$ cat src/design/lte_consts.vh
// Purpose: constants for the lan transmit and event reporting block
// Assumes: 100 MHz clock_i, synchronous active-high reset
// Notes: command codes, mode and event values, field positions and timing counts
//
// Summary of operation
// - transmit command starts dma fetch then send
// - on tx done update status then interrupt
// - retransmit waits for pointer reload, then a full inter-attempt gap
// - retry collided frame until retry limit expires
// - drive end strobe on tx collision
// - trailing command byte low bits 100 chains
// - fatal transmit error reported via interrupt status
// - interrupt on command done or receive
// - alternate mode value suppresses receive interrupt
// - cause in status zero, bit 7 pending
// - status frozen while interrupt pending
// - one extra event queued in tight mode, shown after ack
// - one receive event covers many frames
// - no new interrupt until acknowledged
// - status reads advance pointer, release resets
// - end strobe on rx last byte, tx collision
// - sixteen collisions report count of zero
`ifndef LTE_CONSTS_VH
`define LTE_CONSTS_VH
`define LTE_CMD_XMT 3'h4
`define LTE_CMD_STATUS_POINTER_RELEASE_CMD 4'hf
`define LTE_CMD_ACK_BIT 7
`define LTE_MODE_TIGHT 8'h80
`define LTE_MODE_NO_RX_INT 8'hc0
`define LTE_ST_PEND_BIT 7
`define LTE_EV_XMT 4'h4
`define LTE_EV_REXMT 4'hc
`define LTE_EV_RCV 4'h8
`define LTE_EV_CMD 4'h2
`define LTE_MAX_RETRY 4'hf
`define LTE_STATUS_LEN 3'h6
`define LTE_GAP_NS 9600
`define LTE_CLK_NS 10
`define LTE_GAP_CYC (`LTE_GAP_NS / `LTE_CLK_NS)
`define LTE_RELOAD_CYC 4
`endif

$ cat src/design/lte_buf2.v
// Purpose: two-entry valid/ready buffer in the data path
// Assumes: single clock, synchronous reset
// Notes: full and empty are exact; in_ready_o drops when both slots full
module lte_buf2 #(
   parameter WIDTH = 8
) (
   input wire clock_i,
   input wire sys_rst_i,
   input wire ce_i,
   input wire flush_i,
   input wire in_valid_i,
   output wire in_ready_o,
   input wire [WIDTH-1:0] in_data_i,
   output wire out_valid_o,
   input wire out_ready_i,
   output wire [WIDTH-1:0] out_data_o
);
   reg [WIDTH-1:0] mem_q [0:1];
   reg rd_q;
   reg wr_q;
   reg [1:0] cnt_q;
   wire push;
   wire pop;
   assign in_ready_o = (cnt_q != 2'd2);
   assign out_valid_o = (cnt_q != 2'd0);
   assign out_data_o = mem_q[rd_q];
   assign push = in_valid_i & in_ready_o;
   assign pop = out_valid_o & out_ready_i;
   always @(posedge clock_i) begin
      if (sys_rst_i) begin
         rd_q <= 1'b0;
         wr_q <= 1'b0;
         cnt_q <= 2'd0;
      end else if (ce_i) begin
         if (flush_i) begin
            rd_q <= 1'b0;
            wr_q <= 1'b0;
            cnt_q <= 2'd0;
         end else begin
            if (push) begin
               mem_q[wr_q] <= in_data_i;
               wr_q <= ~wr_q;
            end
            if (pop)
               rd_q <= ~rd_q;
            if (push & ~pop)
               cnt_q <= cnt_q + 2'd1;
            else if (pop & ~push)
               cnt_q <= cnt_q - 2'd1;
         end
      end
   end
endmodule

$ cat src/design/lte_sync.v
// Purpose: two flip-flop synchroniser per bit for pin inputs
// Assumes: inputs asynchronous to clock_i
// Notes: first stage is read only by the second
module lte_sync #(
   parameter WIDTH = 4
) (
   input wire clock_i,
   input wire sys_rst_i,
   input wire ce_i,
   input wire [WIDTH-1:0] pin_i,
   output wire [WIDTH-1:0] sync_o
);
   genvar g;
   generate
      for (g = 0; g < WIDTH; g = g + 1) begin : gen_bit
         reg s1_q;
         reg s2_q;
         always @(posedge clock_i) begin
            if (sys_rst_i) begin
               s1_q <= 1'b0;
               s2_q <= 1'b0;
            end else if (ce_i) begin
               s1_q <= pin_i[g];
               s2_q <= s1_q;
            end
         end
         assign sync_o[g] = s2_q;
      end
   endgenerate
endmodule

$ cat src/design/lte_tx_event.v
// Purpose: transmit path and event reporting of a lan serial controller
// Assumes: external dma and glue reload the pointer on collision
// Notes: link events arrive on pins and are synchronised
`include "lte_consts.vh"
module lte_tx_event (
   input wire clock_i,
   input wire sys_rst_i,
   input wire ce_i,
   // host command port (same clock)
   input wire cmd_valid_i,
   input wire [7:0] cmd_i,
   input wire [7:0] buffer_length_mode_param_i,
   input wire rx_end_marker_enable_i,
   input wire tx_end_marker_enable_i,
   input wire chaining_en_i,
   input wire [3:0] max_retry_i,
   input wire stat_rd_i,
   output reg [7:0] stat_data_o,
   output reg int_o,
   // dma side (same clock)
   output reg dma_request_line_o,
   input wire dma_ack_i,
   input wire [7:0] dma_data_i,
   output reg end_of_process_strobe_n_o,
   input wire dma_reload_done_i,
   // link side
   output reg link_acquire_o,
   output reg link_valid_o,
   output reg [7:0] link_data_o,
   input wire link_ready_i,
   input wire link_collision_i,
   input wire link_fatal_i,
   input wire link_rx_frame_end_i,
   input wire link_rx_last_byte_i
);
   // ==========================================================
   // constants and states
   localparam ST_IDLE = 6'b000001;
   localparam ST_CNT = 6'b000010;
   localparam ST_DATA = 6'b000100;
   localparam ST_CMDB = 6'b001000;
   localparam ST_RELOAD = 6'b010000;
   localparam ST_BACKOFF = 6'b100000;
   localparam integer GAP_INT = `LTE_GAP_CYC;
   localparam integer RELOAD_INT = `LTE_RELOAD_CYC;
   localparam [15:0] GAP_CYC = GAP_INT[15:0];
   localparam [15:0] RELOAD_CYC = RELOAD_INT[15:0];

   // ==========================================================
   // pin synchronisers
   wire [3:0] pins_s;
   lte_sync #(.WIDTH(4)) u_sync (
      .clock_i(clock_i),
      .sys_rst_i(sys_rst_i),
      .ce_i(ce_i),
      .pin_i({link_collision_i, link_fatal_i, link_rx_frame_end_i,
         link_rx_last_byte_i}),
      .sync_o(pins_s)
   );
   wire coll_s = pins_s[3];
   wire fatal_s = pins_s[2];
   wire rx_end_s = pins_s[1];
   wire rx_last_s = pins_s[0];
   reg coll_d1_q;
   reg fatal_d1_q;
   reg rx_end_d1_q;
   reg rx_last_d1_q;
   wire coll_ev = coll_s & ~coll_d1_q;
   wire fatal_ev = fatal_s & ~fatal_d1_q;
   wire rx_ev = rx_end_s & ~rx_end_d1_q;
   wire rx_last_ev = rx_last_s & ~rx_last_d1_q;

   // ==========================================================
   // transmit data buffer
   wire buf_in_valid;
   wire buf_in_ready;
   wire buf_out_valid;
   wire [7:0] buf_out_data;
   reg buf_flush;
   lte_buf2 #(.WIDTH(8)) u_buf (
      .clock_i(clock_i),
      .sys_rst_i(sys_rst_i),
      .ce_i(ce_i),
      .flush_i(buf_flush),
      .in_valid_i(buf_in_valid),
      .in_ready_o(buf_in_ready),
      .in_data_i(dma_data_i),
      .out_valid_o(buf_out_valid),
      .out_ready_i(link_ready_i | ~link_valid_o),
      .out_data_o(buf_out_data)
   );

   // ==========================================================
   // transmit sequencer
   reg [5:0] state_q;
   reg [15:0] len_q;
   reg [15:0] left_q;
   reg cnt_hi_q;
   reg [4:0] tries_q;
   reg [15:0] timer_q;
   reg tx_done_p;
   reg tx_rexmt_p;
   reg tx_fatal_p;
   reg [4:0] coll_cnt_q;
   wire dma_take = dma_request_line_o & dma_ack_i;
   // a byte granted with no count left would be lost to the dma pointer
   assign buf_in_valid = dma_take & (state_q == ST_DATA)
      & (left_q != 16'h0000);
   // nothing moves to the link while the buffer is being flushed
   wire link_pop = buf_out_valid & (link_ready_i | ~link_valid_o)
      & ~buf_flush;
   wire buf_push = buf_in_valid & buf_in_ready;
   // request is registered, so look one byte ahead at buffer room
   wire buf_full_nx = ~link_pop
      & (~buf_in_ready | (buf_out_valid & buf_push));
   wire [15:0] left_nx = left_q - {15'h0000, buf_push};

   always @(posedge clock_i) begin
      if (sys_rst_i) begin
         state_q <= ST_IDLE;
         len_q <= 16'h0000;
         left_q <= 16'h0000;
         cnt_hi_q <= 1'b0;
         tries_q <= 5'h00;
         timer_q <= 16'h0000;
         dma_request_line_o <= 1'b0;
         end_of_process_strobe_n_o <= 1'b1;
         link_acquire_o <= 1'b0;
         link_valid_o <= 1'b0;
         link_data_o <= 8'h00;
         buf_flush <= 1'b0;
         tx_done_p <= 1'b0;
         tx_rexmt_p <= 1'b0;
         tx_fatal_p <= 1'b0;
         coll_cnt_q <= 5'h00;
      end else if (ce_i) begin
         tx_done_p <= 1'b0;
         tx_rexmt_p <= 1'b0;
         tx_fatal_p <= 1'b0;
         buf_flush <= 1'b0;
         end_of_process_strobe_n_o <= 1'b1;
         if (rx_last_ev & ~chaining_en_i & rx_end_marker_enable_i)
            end_of_process_strobe_n_o <= 1'b0;
         if (link_pop) begin
            link_valid_o <= 1'b1;
            link_data_o <= buf_out_data;
         end else if (link_ready_i)
            link_valid_o <= 1'b0;
         case (state_q)
         ST_IDLE: begin
            if (cmd_valid_i && cmd_i[2:0] == `LTE_CMD_XMT) begin
               state_q <= ST_CNT;
               dma_request_line_o <= 1'b1;
               cnt_hi_q <= 1'b0;
               tries_q <= 5'h00;
            end
         end
         ST_CNT: begin
            if (dma_take) begin
               cnt_hi_q <= ~cnt_hi_q;
               if (!cnt_hi_q)
                  len_q[7:0] <= dma_data_i;
               else begin
                  len_q[15:8] <= dma_data_i;
                  left_q <= {dma_data_i, len_q[7:0]};
                  state_q <= ST_DATA;
               end
            end
         end
         ST_DATA: begin
            // back-pressure: stop fetching while the buffer is full
            dma_request_line_o <= ~buf_full_nx & (left_nx != 16'h0000);
            if (buf_out_valid)
               link_acquire_o <= 1'b1;
            if (buf_in_valid)
               left_q <= left_q - 16'h0001;
            if (fatal_ev) begin
               tx_fatal_p <= 1'b1;
               state_q <= ST_IDLE;
               dma_request_line_o <= 1'b0;
               link_acquire_o <= 1'b0;
               link_valid_o <= 1'b0;
               buf_flush <= 1'b1;
            end else if (coll_ev) begin
               dma_request_line_o <= 1'b0;
               link_acquire_o <= 1'b0;
               link_valid_o <= 1'b0;
               buf_flush <= 1'b1;
               if (~chaining_en_i & tx_end_marker_enable_i)
                  end_of_process_strobe_n_o <= 1'b0;
               if (tries_q >= {1'b0, max_retry_i}) begin
                  tx_rexmt_p <= 1'b1;
                  coll_cnt_q <= 5'h00;
                  state_q <= ST_IDLE;
               end else begin
                  tries_q <= tries_q + 5'h01;
                  timer_q <= RELOAD_CYC;
                  state_q <= ST_RELOAD;
               end
            end else if (left_q == 16'h0000 && !buf_out_valid
                  && !link_valid_o) begin
               state_q <= ST_CMDB;
               dma_request_line_o <= 1'b1;
               link_acquire_o <= 1'b0;
            end
         end
         ST_CMDB: begin
            if (dma_take) begin
               coll_cnt_q <= tries_q;
               tx_done_p <= 1'b1;
               if (dma_data_i[2:0] == `LTE_CMD_XMT) begin
                  state_q <= ST_CNT;
                  cnt_hi_q <= 1'b0;
                  tries_q <= 5'h00;
               end else begin
                  state_q <= ST_IDLE;
                  dma_request_line_o <= 1'b0;
               end
            end
         end
         ST_RELOAD: begin
            // wait for the reload, but at least a short settle time
            if (timer_q != 16'h0000)
               timer_q <= timer_q - 16'h0001;
            else if (dma_reload_done_i) begin
               timer_q <= GAP_CYC;
               state_q <= ST_BACKOFF;
            end
         end
         ST_BACKOFF: begin
            if (timer_q != 16'h0000)
               timer_q <= timer_q - 16'h0001;
            else begin
               state_q <= ST_CNT;
               cnt_hi_q <= 1'b0;
               dma_request_line_o <= 1'b1;
            end
         end
         default: state_q <= ST_IDLE;
         endcase
      end
   end

   // ==========================================================
   // event reporting: status, queue and interrupt
   reg pend_q;
   reg [3:0] cause_q;
   reg q_valid_q;
   reg [3:0] q_cause_q;
   reg [6:0] frame_cnt_q;
   reg [4:0] st_coll_q;
   reg [6:0] st_frame_q;
   reg [2:0] ptr_q;
   reg rx_reported_q;
   reg [3:0] new_cause;
   reg new_ev;
   wire ack = cmd_valid_i & cmd_i[`LTE_CMD_ACK_BIT];
   wire tight = (buffer_length_mode_param_i == `LTE_MODE_TIGHT);
   wire rx_int_ok = (buffer_length_mode_param_i != `LTE_MODE_NO_RX_INT);
   wire cmd_done = cmd_valid_i & ~cmd_i[`LTE_CMD_ACK_BIT]
      & (cmd_i[2:0] != `LTE_CMD_XMT) & (cmd_i[3:0] != `LTE_CMD_STATUS_POINTER_RELEASE_CMD)
      & (cmd_i[3:0] != 4'h0);

   always @* begin
      new_ev = 1'b1;
      new_cause = `LTE_EV_XMT;
      if (tx_done_p)
         new_cause = `LTE_EV_XMT;
      else if (tx_rexmt_p | tx_fatal_p)
         new_cause = `LTE_EV_REXMT;
      else if (cmd_done)
         new_cause = `LTE_EV_CMD;
      else if (rx_ev & rx_int_ok & ~rx_reported_q)
         new_cause = `LTE_EV_RCV;
      else
         new_ev = 1'b0;
   end

   always @(posedge clock_i) begin
      if (sys_rst_i) begin
         coll_d1_q <= 1'b0;
         fatal_d1_q <= 1'b0;
         rx_end_d1_q <= 1'b0;
         rx_last_d1_q <= 1'b0;
         pend_q <= 1'b0;
         cause_q <= 4'h0;
         q_valid_q <= 1'b0;
         q_cause_q <= 4'h0;
         frame_cnt_q <= 7'h00;
         st_coll_q <= 5'h00;
         st_frame_q <= 7'h00;
         ptr_q <= 3'h0;
         rx_reported_q <= 1'b0;
         int_o <= 1'b0;
         stat_data_o <= 8'h00;
      end else if (ce_i) begin
         coll_d1_q <= coll_s;
         fatal_d1_q <= fatal_s;
         rx_end_d1_q <= rx_end_s;
         rx_last_d1_q <= rx_last_s;
         if (rx_ev)
            frame_cnt_q <= frame_cnt_q + 7'h01;
         if (cmd_valid_i && cmd_i[3:0] == `LTE_CMD_STATUS_POINTER_RELEASE_CMD)
            ptr_q <= 3'h0;
         else if (stat_rd_i)
            ptr_q <= (ptr_q == `LTE_STATUS_LEN - 3'h1) ? 3'h0
               : ptr_q + 3'h1;
         if (ack && pend_q) begin
            if (q_valid_q) begin
               cause_q <= q_cause_q;
               st_coll_q <= coll_cnt_q;
               st_frame_q <= frame_cnt_q;
               q_valid_q <= new_ev & tight;
               q_cause_q <= new_cause;
               pend_q <= 1'b1;
               int_o <= 1'b0; // re-raised next cycle
            end else if (new_ev) begin
               cause_q <= new_cause;
               st_coll_q <= coll_cnt_q;
               st_frame_q <= frame_cnt_q;
               pend_q <= 1'b1;
               int_o <= 1'b0;
            end else begin
               pend_q <= 1'b0;
               int_o <= 1'b0;
            end
            // a receive event now shown or queued keeps merging frames
            rx_reported_q <= (q_valid_q && q_cause_q == `LTE_EV_RCV)
               || (new_ev && new_cause == `LTE_EV_RCV);
         end else begin
            if (pend_q && !int_o && !ack)
               int_o <= 1'b1;
            if (new_ev) begin
               if (!pend_q) begin
                  cause_q <= new_cause;
                  st_coll_q <= coll_cnt_q;
                  st_frame_q <= frame_cnt_q;
                  pend_q <= 1'b1;
                  int_o <= 1'b1;
               end else if (tight && !q_valid_q) begin
                  q_valid_q <= 1'b1;
                  q_cause_q <= new_cause;
               end
               if (new_cause == `LTE_EV_RCV)
                  rx_reported_q <= 1'b1;
            end
         end
         // status frozen while pending, reads only select bytes
         case (ptr_q)
         3'h0: stat_data_o <= {pend_q, 3'h0, cause_q};
         3'h1: stat_data_o <= {3'h0, st_coll_q};
         3'h2: stat_data_o <= {1'b1, st_frame_q};
         default: stat_data_o <= 8'h00;
         endcase
      end
   end
endmodule

$ cat config.mk
export PLATFORM = sky130hd
export DESIGN_NAME = lte_tx_event
export DESIGN_NICKNAME = d
export VERILOG_FILES = /design/src/design/lte_buf2.v /design/src/design/lte_sync.v /design/src/design/lte_tx_event.v
export VERILOG_INCLUDE_DIRS = /design/src /design/src/design
export SDC_FILE = /design/constraint.sdc
export NUM_CORES = 1
export LEC_CHECK = 0
export BUFFER_PORTS_ARGS = -buffer_cell sky130_fd_sc_hd__buf_2
export CORE_MARGIN = 5
export CORE_UTILIZATION = 45
export DETAILED_ROUTE_END_ITERATION = 8
export MAX_ROUTING_LAYER = met4
export PLACE_DENSITY = 0.7
export SYNTH_ARGS = -nofsm -noshare
export SYNTH_HDL_FRONTEND = slang
export SYNTH_SLANG_ARGS = --single-unit
$ cat constraint.sdc
create_clock -name clock_i -period 9.6 [get_ports clock_i]
set_input_delay 1.92 -clock clock_i [delete_from_list [all_inputs] [get_ports clock_i]]
set_output_delay 1.92 -clock clock_i [all_outputs]
set_load 0.01 [all_outputs]
# Yosys cells after proc, flatten, opt, wreduce, memory -nomap -nowiden
# Memory sizes are Yosys's and may differ from the RTL's. A register that Yosys moved wholly into a read port is not among the register bits.
# Index checks and enable logic that the tools add are counted.
dict set report classes {
  n_lt_le_gt_ge 1
  n_eq_ne 38
  n_reduce_logical 59
  addsub 8
  bitwise 46
  muxes 135
}
# op n
set op_table {}
lappend op_table {{two-way mux 16 bit} 9}
lappend op_table {{two-way mux 5 bit} 16}
lappend op_table {{two-way mux 1 bit} 66}
lappend op_table {{two-way mux 6 bit} 10}
lappend op_table {{two-way mux 4 bit} 14}
lappend op_table {{one-hot mux 16 bit (3 select lines)} 1}
lappend op_table {{nonzero test 16 bit} 3}
lappend op_table {{one-hot mux 6 bit (6 select lines)} 1}
lappend op_table {{two-way mux 7 bit} 5}
lappend op_table {{one-hot mux 16 bit (2 select lines)} 1}
lappend op_table {{subtractor 16 x 1 -> 16 bit, second input constant} 2}
lappend op_table {{inequality test 2 bit, second input constant} 15}
lappend op_table {{AND 1 bit} 26}
lappend op_table {{one-hot mux 8 bit (3 select lines)} 1}
lappend op_table {{nonzero test 2 bit} 11}
lappend op_table {{NOT 1 bit} 17}
lappend op_table {{zero test 16 bit} 1}
lappend op_table {{nonzero test 4 bit} 4}
lappend op_table {{subtractor 16 x 1 -> 16 bit} 1}
lappend op_table {{one-hot mux 5 bit (3 select lines)} 1}
lappend op_table {{AND reduction 2 bit} 7}
lappend op_table {{AND reduction 7 bit} 2}
lappend op_table {{equality test 4 bit, second input constant} 3}
lappend op_table {{AND reduction 4 bit} 3}
lappend op_table {{36 further kinds} 67}
dict set report word_totals {
  regBits 123
  elab_cells 329
  inputBits 43
  ram_bits 16
  out_inout_bits 21
  mem_count 1
}
# name depth word_bits rd rd_clocked_by_memory_dff write_ports line_no
set memory_table {}
lappend memory_table {u_buf.mem_q 2 8 1 1 1 lte_buf2.v:18} ;# reg [WIDTH-1:0] mem_q [0:1];

# Logic depth before layout (Yosys ltp)
dict set report depth {
  ltp_word 13
  mapped_depth 14
  ltp_nobuf 13
}

# Hierarchy
# Synthesis repeated with hierarchy kept, for this count alone.
dict set report hier_totals {
  hier_cells 838
  area_unflattened_um2 7287.0
}
# mod cells_per_inst area_per_inst_um2 instances seq_area_each_um2
set by_module_without_submodules {}
lappend by_module_without_submodules {lte_tx_event 749 6108.4 1 2342.2}
lappend by_module_without_submodules {lte_buf2 59 863.3 1 580.6}
lappend by_module_without_submodules {lte_sync 30 315.3 1 160.2}

# Worst setup path before layout
# No wires, ideal clock.
dict set report synth_path {
  path_type {input to register}
  from {in max_retry_i[2]}
  to {reg timer_q[4]}
  n_path_buf 1
  setup_time_ps 70
  arrival_ps 4048
  setup_slack_ps 5482
  cell_stages 9
  t_required_ps 9530
  cell_sequence {inv_1 -> ha_1 -> or4_1 -> a21oi_1 -> o211ai_1 -> a211o_1 -> clkbuf_1 -> or3_1 -> a21oi_1}
}
dict set report synth_between {
  elab_chain_cells 3
}
# item line_no
set synth_lines {}
lappend synth_lines {{from (decl)} lte_tx_event.v:16} ;# input wire [3:0] max_retry_i,
lappend synth_lines {{>= comparator 5 x 4 -> 1 bit} lte_tx_event.v:191} ;# if (tries_q >= {1'b0, max_retry_i}) begin
lappend synth_lines {{inequality test 2 bit (no line)} -}
lappend synth_lines {{AND reduction 7 bit (no line)} -}
lappend synth_lines {{to (signal assigned)} lte_tx_event.v:224} ;# timer_q <= timer_q - 16'h0001;
lappend synth_lines {{to (signal assigned)} lte_tx_event.v:232} ;# timer_q <= timer_q - 16'h0001;
lappend synth_lines {{to (decl)} lte_tx_event.v:100} ;# reg [15:0] timer_q;
# Every way passes these cells.
# A chain may end at the register's enable or synchronous reset.

# Worst setup path after layout
dict set report layout_path {
  from {in ce_i}
  to {reg timer_q[12]}
}
dict set report layout_between {
  elab_chain_cells 1
}
# item line_no
set layout_lines {}
lappend layout_lines {{from (decl)} lte_tx_event.v:8} ;# input wire ce_i,
lappend layout_lines {{AND reduction 7 bit (no line)} -}
# Every way passes these cells.

==> metrics.txt <==
Hold Fails Final Rpt 0; Hold EP stat_data_o[6]; Layout Nets 952; Synth Flop Type dfxtp_1; Remaining DRCs 0; CTS HTree Levels 4; Tcrit/Tclk final 0.457; Cells after Synth 862; Final Non-Filler Cells 1128; DR vias/cell 5.55; CTS Buf Count 17; pwr/cell area 163 nW/um^2; kind of critical path in -> reg; Die H 138 um; DRT antenna net count 0; wire per inst 15.2 um; # hold bufs at CTS 0; 1st-pass router iterations 6; Setup Skew 0.00863 ns; Distinct cells, synth 81; max frequency 0.228 GHz; share of the synthesized area in the top cell type 0.351; startpoint type of the worst setup path input port; CTS sink cnt 145; root buffer cell clkbuf_16; syn_nets 915; number of DRC markers after the initial detailed-route iteration 511; Reg2Reg Setup Slack 5.79 ns; r2r startpoint left_q[4]; die area 19000 um^2; CTS Buffer Depth 2; dpl hpwl 11.6 mm; hold crit path type reg -> reg; VDD IR max 0.129 mV; drt total wl 17.1 mm; Post-CTS Resized 0; Worst R2R Path Depth 10; CP Capture Type flop; Skew-Pair Late Insertion Delay 0.42 ns; Synth area leader dfxtp_1; most common cell in the netlist dfxtp_1; Synth Cell Area 7350 um^2; flop and latch count out of synthesis 145; max cap viols 0; post-CTS repair timing setup buffer count 0; register area share after synthesis 0.417; FILL cells 1523; number of global-route vias before repair 5823; Core Rows 46; number of synthesized flops with an enable pin 16; initial antenna violation count 0; Final setup violation count 0; Core Area 15900 um^2; Pleak 3.10 nW; Design Area, Final 8300 um^2; Mean Syn Cell Area 8.53 um^2; layout cells sized above 1 0.137; Initial Util 0.461; Slew @ Worst Pin 1.06 ns; Die X 138 um; final setup TNS 0 ns; CTS tree built; Buffers on Ports 60; CTS clk-pin slew, worst paths 0.06 ns; Slew Viols, Final 0; Total GRT Usage 0.194; YS warnings 0; CP Max Fanout 39; leading cell types by total area after synthesis dfxtp_1 35%, mux2i_1 6.8%, edfxtp_1 6.5%; DR vias 6264; crit path DAT 4.68 ns; diodes inserted 0; outcome finished, final reports clean; Async SR Flop Fraction 0; synth cell count leaders 129 x dfxtp_1, 121 x nor2_1, 77 x nand2_1; Worst Min Path Start stat_data_o[6]; first-pass GRT wire length 28.8 mm; largest net degree at the start of global routing 65; GP Congestion 0.884; post-layout min period 4.38 ns; r2r endpoint dma_request_line_o; DP Area 7740 um^2; num ports 64; worst hold path depth 2; cell total after placement 1096; grt total ovfl 0; RSZ-0062 raised after global routing false; Max-slew headroom 0.288; WP data required 9.90 ns; P&R area growth vs syn 12.9%
cells by family (layout without fill, tap and decap cells):
| kind of cell | count (synthesis) | count (layout) | synth area share |
|---|---|---|---|
| compound gates | 209 | 209 | 0.184 |
| xor+xnor | 16 | 16 | 0.0191 |
| fa+ha+maj | 10 | 10 | 0.0170 |
| buf+inv | 66 | 116 | 0.0430 |
| flops | 145 | 145 | 0.417 |
| mux | 51 | 51 | 0.0696 |
| simple gates | 365 | 365 | 0.250 |
area by class of cell:
type,instances,area [um^2],share of cell area
Inverter,16,60.1,0.00723
Sequential cell,145,3060,0.369
Clock buffer,19,443,0.0533
Tap cell,216,270,0.0325
Multi-Input combinational cell,651,3980,0.479
Timing Repair Buffer,68,363,0.0437
Clock inverter,13,124,0.0149
how the worst max path moves through the flow:
stage / start / endpoint / cells after the start
floorplan: max_retry_i[2] / timer_q[4] / 9
global placement: ce_i / timer_q[1] / 6
detailed placement: ce_i / timer_q[1] / 6
CTS: ce_i / timer_q[12] / 7
global route: ce_i / timer_q[12] / 7
finish: ce_i / timer_q[12] / 7
report_power, final:
group          leakage (nW)  internal [mW]  total (mW)  switching (mW)
Clock                 0.279          0.367       0.637           0.270
Sequential             1.19          0.619       0.627         0.00770
Combinational          1.64         0.0338      0.0878          0.0540
sequential cells by signal, summed over array words and instances, names as in the netlist, 2 cells and up:
| name | cells |
|---|---|
| cause_q | 3 |
| coll_cnt_q | 5 |
| frame_cnt_q | 7 |
| left_q | 16 |
| len_q | 8 |
| link_data_o | 8 |
| ptr_q | 3 |
| q_cause_q | 3 |
| st_coll_q | 5 |
| st_frame_q | 7 |
| stat_data_o | 8 |
| state_q | 6 |
| timer_q | 16 |
| tries_q | 5 |
| u_buf.cnt_q | 2 |
| u_buf.mem_q | 16 |
| u_sync.gen_bit.s1_q | 4 |
| u_sync.gen_bit.s2_q | 4 |
placed cells by master (no fill, tap or decap), types with 5 or more instances in the layout:
master and n:
nor4_1 11, nand3b_1 8, clkbuf_16 17, nor2_1 121, o21ai_1 9, buf_2 59
a21o_1 7, buf_4 9, dfxtp_1 129, nor3_1 31, nand2_1 77, xor2_1 6
or4_1 13, mux2i_1 50, or3_1 11, edfxtp_1 16, xnor2_1 10, inv_1 15
nand3_1 19, a22oi_1 7, o31ai_1 5, o21ai_0 37, nand2b_1 15, nor2b_1 7
a31oi_1 9, a21oi_1 74, and2_1 8, ha_1 10, o211ai_1 7, a211oi_1 17
nand4_1 5
critical path, cell delays in order:
cell and delay [ns]:
buf_2 0.07, buf_4 0.45, clkinv_1 0.81, or4_1 0.73
a2111oi_0 0.44, xnor2_1 0.18, nor2_1 0.06
metal layers:
metal	wire length (um)	global-route usage	vias up	share of wire
met5	0	-	-	0
met4	201	0.0549	0	0.012
met3	768	0.0405	20	0.045
met2	7650	0.285	144	0.45
met1	8500	0.271	2898	0.50
li1	-	-	3202	-
through the flow:
step	power, mW	util	hold slack (ns)	setup slack [ns]
global route	1.40	0.521	0.491	4.96
global placement	0.726	0.485	0.447	4.75
finish	1.35	0.521	0.458	5.22
floorplan	0.701	-	0.445	5.48
CTS	1.36	0.521	0.460	5.24
detailed placement	0.727	0.485	0.452	4.78
(Power assumes the default switching activity.)
